[config.mk]
export PLATFORM = sky130hd
export DESIGN_NAME = nvsram_ctrl_port
export DESIGN_NICKNAME = d
export VERILOG_FILES = /design/src/nvsram_ctrl_pkg.sv /design/src/nvsram_ctrl_port.sv
export SDC_FILE = /design/constraint.sdc
export NUM_CORES = 1
export LEC_CHECK = 0
export BUFFER_PORTS_ARGS = -buffer_cell sky130_fd_sc_hd__buf_2
export CORE_AREA = 3 3 108 110
export DETAILED_ROUTE_END_ITERATION = 12
export DIE_AREA = 0 0 111 113
export GPL_TIMING_DRIVEN = 0
export PLACE_DENSITY = 0.43
export SLEW_MARGIN = 20
export SYNTH_ARGS = -nofsm -noshare
export SYNTH_HDL_FRONTEND = slang
export SYNTH_SLANG_ARGS = --single-unit
[constraint.sdc]
create_clock -name clk_i -period 4.8 [get_ports clk_i]
set_input_delay 0.96 -clock clk_i [delete_from_list [all_inputs] [get_ports clk_i]]
set_output_delay 0.96 -clock clk_i [all_outputs]
set_load 0.05 [all_outputs]
[src/nvsram_ctrl_pkg.sv]
/*
  Constants for the control-register port of the serial nonvolatile SRAM.
  Assumes a single 20 MHz clock domain; the serial bus pins are synchronised in the port module.
*/
package nvsram_ctrl_pkg;
  localparam logic [7:0] STATUS_ADDR  = 8'h00;
  localparam logic [7:0] COMMAND_ADDR = 8'h55;
  localparam logic [7:0] CMD_STORE    = 8'h33;
  localparam logic [7:0] CMD_RECALL   = 8'hDD;
  // Control-register op code of the slave address; value is arbitrary
  localparam logic [3:0] CTRL_OPCODE  = 4'h3;
  localparam int OPC_HI  = 7;
  localparam int OPC_LO  = 4;
  localparam int CS_HI   = 3;
  localparam int CS_LO   = 2;
  localparam int RW_BIT  = 0;
  localparam int MOD_BIT  = 7;
  localparam int PROT_HI  = 4;
  localparam int PROT_LO  = 2;
  localparam int AUTO_BIT = 1;
  localparam int EVT_BIT = 0;
  localparam logic       MOD_RST  = 1'h0;
  localparam logic [2:0] PROT_RST = 3'h0;
  localparam logic       AUTO_RST = 1'h0;
  localparam logic       EVT_RST = 1'h0;
  localparam logic [1:0] UNIMP   = 2'h0;
  localparam logic [1:0] KIND_CTRL = 2'h0;
  localparam logic [1:0] KIND_ADDR = 2'h1;
  localparam logic [1:0] KIND_DATA = 2'h2;
  localparam logic [3:0] BYTE_BITS = 4'h8;
  localparam int CLK_NS = 50;
  typedef enum logic [5:0] {
    ST_IDLE   = 6'h01,
    ST_RX     = 6'h02,
    ST_ACK    = 6'h04,
    ST_TX     = 6'h08,
    ST_MACK   = 6'h10,
    ST_IGNORE = 6'h20
  } port_state_e;
endpackage

[src/nvsram_ctrl_port.sv]
/*
  Control-register port: serial slave for the status and command registers.
  Assumes the serial clock is at least eight system clocks per period and that the
  store/recall engine reports completion on nv_done_i in this clock domain.
*/
module nvsram_ctrl_port #(
  parameter int WRITE_CYCLE_NS = 1000000
) (
  // Clock and reset
  input  wire logic       clk_i,
  input  wire logic       reset_i,
  // Serial bus and chip select pins
  input  wire logic       scl_i,
  input  wire logic       sda_i,
  output logic            sda_o,
  output logic            sda_oe_n_o,
  input  wire logic       a1_i,
  input  wire logic       a2_i,
  // Store engine and array events
  input  wire logic       array_write_i,
  input  wire logic       hw_event_i,
  input  wire logic       ext_store_i,
  input  wire logic       nv_done_i,
  output logic            sw_store_o,
  output logic            sw_recall_o,
  output logic            status_commit_o,
  output logic            busy_o,
  // Configuration seen by the array
  output logic            array_modified_flag_o,
  output logic [2:0]      block_protect_field_o,
  output logic            auto_store_enable_o,
  output logic            event_flag_o
);
  localparam int WC_CYCLES = (WRITE_CYCLE_NS + nvsram_ctrl_pkg::CLK_NS - 1) / nvsram_ctrl_pkg::CLK_NS;
  localparam int WC_W = $clog2(WC_CYCLES + 1);

  typedef struct packed {
    nvsram_ctrl_pkg::port_state_e st;
    logic [1:0]      kind;
    logic [3:0]      cnt;
    logic [7:0]      sh;
    logic            rw;
    logic            to_cmd;
    logic            data_seen;
    logic            pend_stat;
    logic [7:0]      pend_val;
    logic            pend_store;
    logic            pend_recall;
    logic            modified;
    logic [2:0]      prot;
    logic            auto_en;
    logic            evt;
    logic            nv_busy;
    logic [WC_W-1:0] wc;
    logic            oe_n;
    logic            store_p;
    logic            recall_p;
    logic            commit_p;
    logic            scl0;
    logic            scl1;
    logic            scl2;
    logic            sda0;
    logic            sda1;
    logic            sda2;
    logic [1:0]      cs0;
    logic [1:0]      cs1;
  } port_s;

  port_s      r;
  port_s      next_r;
  logic       rise;
  logic       fall;
  logic       start;
  logic       stop;
  logic       busy;
  logic [7:0] status_byte;

  assign rise  = r.scl1 & ~r.scl2;
  assign fall  = ~r.scl1 & r.scl2;
  assign start = r.scl1 & r.scl2 & r.sda2 & ~r.sda1;
  assign stop  = r.scl1 & r.scl2 & ~r.sda2 & r.sda1;
  assign busy  = r.nv_busy | (r.wc != '0);
  // Unimplemented bits are hard zeros
  assign status_byte = {r.modified, nvsram_ctrl_pkg::UNIMP, r.prot, r.auto_en, r.evt};

  always_comb begin
    next_r = r;
    next_r.scl0 = scl_i;
    next_r.scl1 = r.scl0;
    next_r.scl2 = r.scl1;
    next_r.sda0 = sda_i;
    next_r.sda1 = r.sda0;
    next_r.sda2 = r.sda1;
    next_r.cs0 = {a2_i, a1_i};
    next_r.cs1 = r.cs0;
    next_r.store_p = 1'h0;
    next_r.recall_p = 1'h0;
    next_r.commit_p = 1'h0;
    if (r.wc != '0) begin
      next_r.wc = r.wc - 1'h1;
    end
    // Completion first, so a store started in the same cycle keeps busy set
    if (nv_done_i) begin
      next_r.nv_busy = 1'h0;
      next_r.modified = 1'h0;
    end
    if (start) begin
      next_r.st = nvsram_ctrl_pkg::ST_RX;
      next_r.kind = nvsram_ctrl_pkg::KIND_CTRL;
      next_r.cnt = 4'h0;
      next_r.oe_n = 1'h1;
      next_r.data_seen = 1'h0;
      next_r.pend_stat = 1'h0;
      next_r.pend_store = 1'h0;
      next_r.pend_recall = 1'h0;
    end else if (stop) begin
      if (r.pend_stat) begin
        // Only writable bits take the last byte
        next_r.prot = r.pend_val[nvsram_ctrl_pkg::PROT_HI:nvsram_ctrl_pkg::PROT_LO];
        next_r.auto_en = r.pend_val[nvsram_ctrl_pkg::AUTO_BIT];
        next_r.evt = r.pend_val[nvsram_ctrl_pkg::EVT_BIT];
        next_r.commit_p = 1'h1;
        next_r.wc = WC_W'(WC_CYCLES);
      end
      if (r.pend_store) begin
        // Store ignores modified flag and auto-store enable
        next_r.store_p = 1'h1;
        next_r.nv_busy = 1'h1;
      end
      if (r.pend_recall) begin
        next_r.recall_p = 1'h1;
        next_r.nv_busy = 1'h1;
      end
      next_r.st = nvsram_ctrl_pkg::ST_IDLE;
      next_r.oe_n = 1'h1;
      next_r.pend_stat = 1'h0;
      next_r.pend_store = 1'h0;
      next_r.pend_recall = 1'h0;
    end else begin
      case (r.st)
        nvsram_ctrl_pkg::ST_RX: begin
          if (rise) begin
            next_r.sh = {r.sh[6:0], r.sda1};
            next_r.cnt = r.cnt + 4'h1;
          end else if (fall && r.cnt == nvsram_ctrl_pkg::BYTE_BITS) begin
            next_r.st = nvsram_ctrl_pkg::ST_ACK;
            next_r.oe_n = 1'h0;
            next_r.cnt = 4'h0;
            if (r.kind == nvsram_ctrl_pkg::KIND_CTRL) begin
              // Busy device answers nothing
              if (r.sh[nvsram_ctrl_pkg::OPC_HI:nvsram_ctrl_pkg::OPC_LO] != nvsram_ctrl_pkg::CTRL_OPCODE
                  || r.sh[nvsram_ctrl_pkg::CS_HI:nvsram_ctrl_pkg::CS_LO] != r.cs1 || busy) begin
                next_r.st = nvsram_ctrl_pkg::ST_IGNORE;
                next_r.oe_n = 1'h1;
              end
              next_r.rw = r.sh[nvsram_ctrl_pkg::RW_BIT];
            end else if (r.kind == nvsram_ctrl_pkg::KIND_ADDR) begin
              // Target chosen now, kept until the next address byte
              if (r.sh == nvsram_ctrl_pkg::STATUS_ADDR) begin
                next_r.to_cmd = 1'h0;
              end else if (r.sh == nvsram_ctrl_pkg::COMMAND_ADDR) begin
                next_r.to_cmd = 1'h1;
              end else begin
                next_r.st = nvsram_ctrl_pkg::ST_IGNORE;
                next_r.oe_n = 1'h1;
              end
            end else begin
              next_r.data_seen = 1'h1;
              if (!r.to_cmd) begin
                next_r.pend_stat = 1'h1;
                next_r.pend_val = r.sh;
              end else if (!r.data_seen && r.sh == nvsram_ctrl_pkg::CMD_STORE) begin
                next_r.pend_store = 1'h1;
              end else if (!r.data_seen && r.sh == nvsram_ctrl_pkg::CMD_RECALL) begin
                next_r.pend_recall = 1'h1;
              end else begin
                // Bad or second command byte aborts
                next_r.st = nvsram_ctrl_pkg::ST_IGNORE;
                next_r.oe_n = 1'h1;
                next_r.pend_store = 1'h0;
                next_r.pend_recall = 1'h0;
              end
            end
          end
        end
        nvsram_ctrl_pkg::ST_ACK: begin
          if (fall) begin
            if (r.rw) begin
              next_r.st = nvsram_ctrl_pkg::ST_TX;
              next_r.sh = status_byte;
              next_r.oe_n = status_byte[nvsram_ctrl_pkg::MOD_BIT];
              next_r.cnt = 4'h1;
            end else begin
              next_r.st = nvsram_ctrl_pkg::ST_RX;
              next_r.oe_n = 1'h1;
              next_r.kind = (r.kind == nvsram_ctrl_pkg::KIND_CTRL) ? nvsram_ctrl_pkg::KIND_ADDR
                                                                    : nvsram_ctrl_pkg::KIND_DATA;
            end
          end
        end
        nvsram_ctrl_pkg::ST_TX: begin
          if (fall) begin
            if (r.cnt == nvsram_ctrl_pkg::BYTE_BITS) begin
              next_r.st = nvsram_ctrl_pkg::ST_MACK;
              next_r.oe_n = 1'h1;
            end else begin
              next_r.sh = {r.sh[6:0], 1'h0};
              next_r.oe_n = r.sh[6];
              next_r.cnt = r.cnt + 4'h1;
            end
          end
        end
        nvsram_ctrl_pkg::ST_MACK: begin
          if (rise && r.sda1) begin
            next_r.st = nvsram_ctrl_pkg::ST_IGNORE;
          end else if (fall) begin
            next_r.st = nvsram_ctrl_pkg::ST_TX;
            next_r.sh = status_byte;
            next_r.oe_n = status_byte[nvsram_ctrl_pkg::MOD_BIT];
            next_r.cnt = 4'h1;
          end
        end
        default: begin
        end
      endcase
    end
    if (ext_store_i) begin
      // Store cannot wait for the bus, so the register access is dropped
      next_r.st = nvsram_ctrl_pkg::ST_IGNORE;
      next_r.oe_n = 1'h1;
      next_r.pend_stat = 1'h0;
      next_r.pend_store = 1'h0;
      next_r.pend_recall = 1'h0;
      next_r.nv_busy = 1'h1;
    end
    // Sets come last so an event in a clearing cycle survives
    if (array_write_i) begin
      next_r.modified = 1'h1;
    end
    if (hw_event_i) begin
      next_r.evt = 1'h1;
    end
  end

  always_ff @(posedge clk_i) begin
    if (reset_i) begin
      r <= '0;
      r.st <= nvsram_ctrl_pkg::ST_IDLE;
      r.oe_n <= 1'h1;
      r.scl0 <= 1'h1;
      r.scl1 <= 1'h1;
      r.scl2 <= 1'h1;
      r.sda0 <= 1'h1;
      r.sda1 <= 1'h1;
      r.sda2 <= 1'h1;
      r.modified <= nvsram_ctrl_pkg::MOD_RST;
      r.prot <= nvsram_ctrl_pkg::PROT_RST;
      r.auto_en <= nvsram_ctrl_pkg::AUTO_RST;
      r.evt <= nvsram_ctrl_pkg::EVT_RST;
    end else begin
      r <= next_r;
    end
  end

  // Open drain: only ever pulls low
  assign sda_o = 1'h0;
  assign sda_oe_n_o = r.oe_n;
  assign sw_store_o = r.store_p;
  assign sw_recall_o = r.recall_p;
  assign status_commit_o = r.commit_p;
  assign busy_o = busy;
  assign array_modified_flag_o = r.modified;
  assign block_protect_field_o = r.prot;
  assign auto_store_enable_o = r.auto_en;
  assign event_flag_o = r.evt;
endmodule

==> qor.yml <==
grt:
  grt_pass1_vias: 2655
  use_met2: 0.2035
  globalRouteMet1Util: 0.1914
  grt_overflow: 0
  antenna_found_initial: 0
  grt_pass1_wl_mm: 13.71
  track_usage: 0.1350
  met3_usage: 0.02406
  grt_start_max_net_pins: 13
  top_usage_layer: "met2"
timing:
  fin_crit_sh: 0.5466
  finalMaxSlewViolations: 0
  setup_violations: 0
  fin_crit_ns: 2.624
  fin_tns_setup_ns: 0
  slew_headroom: 0.4930
  clock_skew_ns: 0.01450
  worst_pin_slew_ns: 0.7555
  hold_viol: 0
  grt_setup_unrepaired: "false"
  max_freq_mhz: 381.1
clocking:
  clkSinkCount: 67
  post_cts_buffers: 0
  clk_pin_slew_ns: 0.08
  cts_tree: "yes"
  root_buffer: "clkbuf_8"
  cts_buffer_depth: 2
  post_cts_resized: 0
  insertion_delay_ns: 0.35
  htreeDepth: 3
  cts-buffers-inserted: 9
  hold_buffers: 0
worst_setup_path:
  critPathLaunch: "r[21]"
  cp-start-kind: "register"
  r2r-start: "r[14]"
  ff2ff_setup_slack_ns: 2.31
  timing.rr.end: "r[69]"
  worstSetupEndpointType: "primary output"
  criticalPathCategory: "register to primary output"
  cp_max_fo: 5
  cp.arrival_ns: 1.66
  required_ns: 3.84
  r2r_cells: 8
run_status:
  status: "finished clean"
placed_design:
  dp_hpwl_mm: 5.884
  place_inst: 526
  numPortBuffers: 19
  gp_congestion: 0.8235
  placed_area_sq_um: 3481
synthesis:
  syn_inst: 367
  ys_ff_latch: 67
  synth.distinct_cells: 59
  ys_async_sr_fraction: 0
  synthFlopType: "dfxtp_1"
  synth-edff-count: 0
  ys_seq_area_frac: 0.4178
  syn-num-nets: 381
  syn_avg_cell_area_sq_um: 8.748
  syn_area_sq_um: 3211
  ys_warn_count: 0
drt:
  drt_wl_total_mm: 8.187
  routed-via-count: 2679
  via_per_inst: 4.943
  dr.pass1.iters: 5
  wl_per_cell_microns: 15.11
  drc: 0
  first_iter_violations: 151
  drtAntennaViolNets: 0
floorplan:
  placementRows: 38
  fp.coreArea_sq_um: 10790
  die_area_sq_um: 12540
  design.portCount: 22
  die_width_microns: 111
  initial_core_util: 0.2975
  chipHeight_microns: 113
power_and_ir_drop:
  ir_drop_v: 0.0001869
  power_density_nw_per_um2: 434.2
  p_leak_nw: 1.406
final_layout:
  stdcell_count: 542
  fillers: 1149
  drive_above_1_share: 0.1567
  fin_area_sq_um: 3699
  layout.nets: 411
  final_util: 0.3427
  layout_common_cells: "dfxtp_1 (67), nor2_1 (50), a21oi_1 (26)"
  n_antenna_cell: 0
  area_delta_synth_final_pct: 15.20
  layout_commonest_cell: "dfxtp_1"
hold_path:
  holdPathStages: 1
  hold-path-endpoint: "next_r[4]"
  min_path_type: "register to register"
  min_from: "next_r[5]"
job:
  cap_violations: 0
==> power by group <==
part / switching [mW] / leakage, nW / internal (mW)
Clock: 0.228 / 0.106 / 0.294
Combinational: 0.225 / 0.754 / 0.174
Sequential: 0.0695 / 0.546 / 0.616
==> worst max-delay path, cell delays in order, from the launching register on <==
cell and delay, ns:
dfxtp_1 0.38, nor2_1 0.16, nand2_1 0.08, nor4_1 0.30, nand4b_1 0.15, buf_2 0.24
==> cells by family (layout without fill, tap and decap cells) <==
family,Yosys count,count (layout),synth area share
compound gates,73,73,0.1493
xor+xnor,15,15,0.04092
fa+ha+maj,4,4,0.01559
buf+inv,31,66,0.04404
flops,67,67,0.4178
mux,13,13,0.04053
other cells,1,1,0.001168
simple gates,163,163,0.2907
==> cell usage after synthesis (2+ instances only) <==
cell type  count  area share
buf_2          5      0.0078
mux2i_1       13       0.041
nor2_1        50       0.058
o21ai_0        4      0.0062
xnor2_1        4       0.011
nand4_1        3      0.0058
ha_1           4       0.016
nor3_2         2      0.0062
buf_4          5       0.012
o22ai_1        2      0.0039
inv_1         11       0.013
or3_1          4      0.0078
or2_2          7       0.014
a211o_1        2      0.0055
nor4_4         2       0.013
xor2_1        11       0.030
a31oi_1        5      0.0097
and3_1         3      0.0058
nand2b_1       3      0.0058
o31ai_1        2      0.0047
a211oi_1      10       0.023
nand2_1       22       0.026
nand3b_1       6       0.014
nand3_1       15       0.023
or4_1          3      0.0070
clkbuf_1      10       0.012
nand4b_1       4       0.011
a21o_1         2      0.0047
nor2b_1       10       0.019
dfxtp_1       67        0.42
nor4_1         4      0.0078
a21oi_1       26       0.041
and4b_1        2      0.0062
nor3_1         8       0.012
and2_1         5      0.0097
a22oi_1        8       0.019
==> worst max path at each step <==
stage / endpoint / depth (start not counted)
2_1_floorplan: busy_o / 4
3_3_place_gp: r[69] / 8
3_5_place_dp: r[69] / 8
4_1_cts: busy_o / 5
5_1_grt: busy_o / 5
6_report: busy_o / 5
==> metrics by stage <==
stage / hold slack [ns] / power, mW / worst slack, ns
6_report: 0.4141 / 1.606 / 2.176
5_1_grt: 0.4289 / 1.714 / 2.007
4_1_cts: 0.4170 / 1.627 / 2.133
3_5_place_dp: 0.3976 / 1.097 / 2.282
3_3_place_gp: 0.3936 / 1.095 / 2.231
2_1_floorplan: 0.3895 / 1.012 / 2.483
==> sequential cells by signal (all words and copies together), names as in the netlist <==
name,count
r,51
next_r,6
block_protect_field_o,3
array_modified_flag_o,1
auto_store_enable_o,1
event_flag_o,1
sda_oe_n_o,1
status_commit_o,1
sw_recall_o,1
sw_store_o,1
==> cell type report <==
class | instances | area (sq um) | area share
Clock buffer | 10 | 127.6 | 0.03451
Clock inverter | 6 | 90.09 | 0.02436
Sequential cell | 67 | 1341 | 0.3627
Timing Repair Buffer | 19 | 95.09 | 0.02571
Inverter | 11 | 41.29 | 0.01116
Buffer | 20 | 100.1 | 0.02706
Tap cell | 140 | 175.2 | 0.04736
Multi-Input combinational cell | 269 | 1728 | 0.4672
==> routing by layer <==
| metal | wire, microns | share of wire |
|---|---|---|
| met5 | 0 | 0 |
| met4 | 92 | 0.011 |
| met3 | 272 | 0.033 |
| met2 | 3601 | 0.44 |
| met1 | 4221 | 0.52 |
Power figures use the tool's default switching activity.
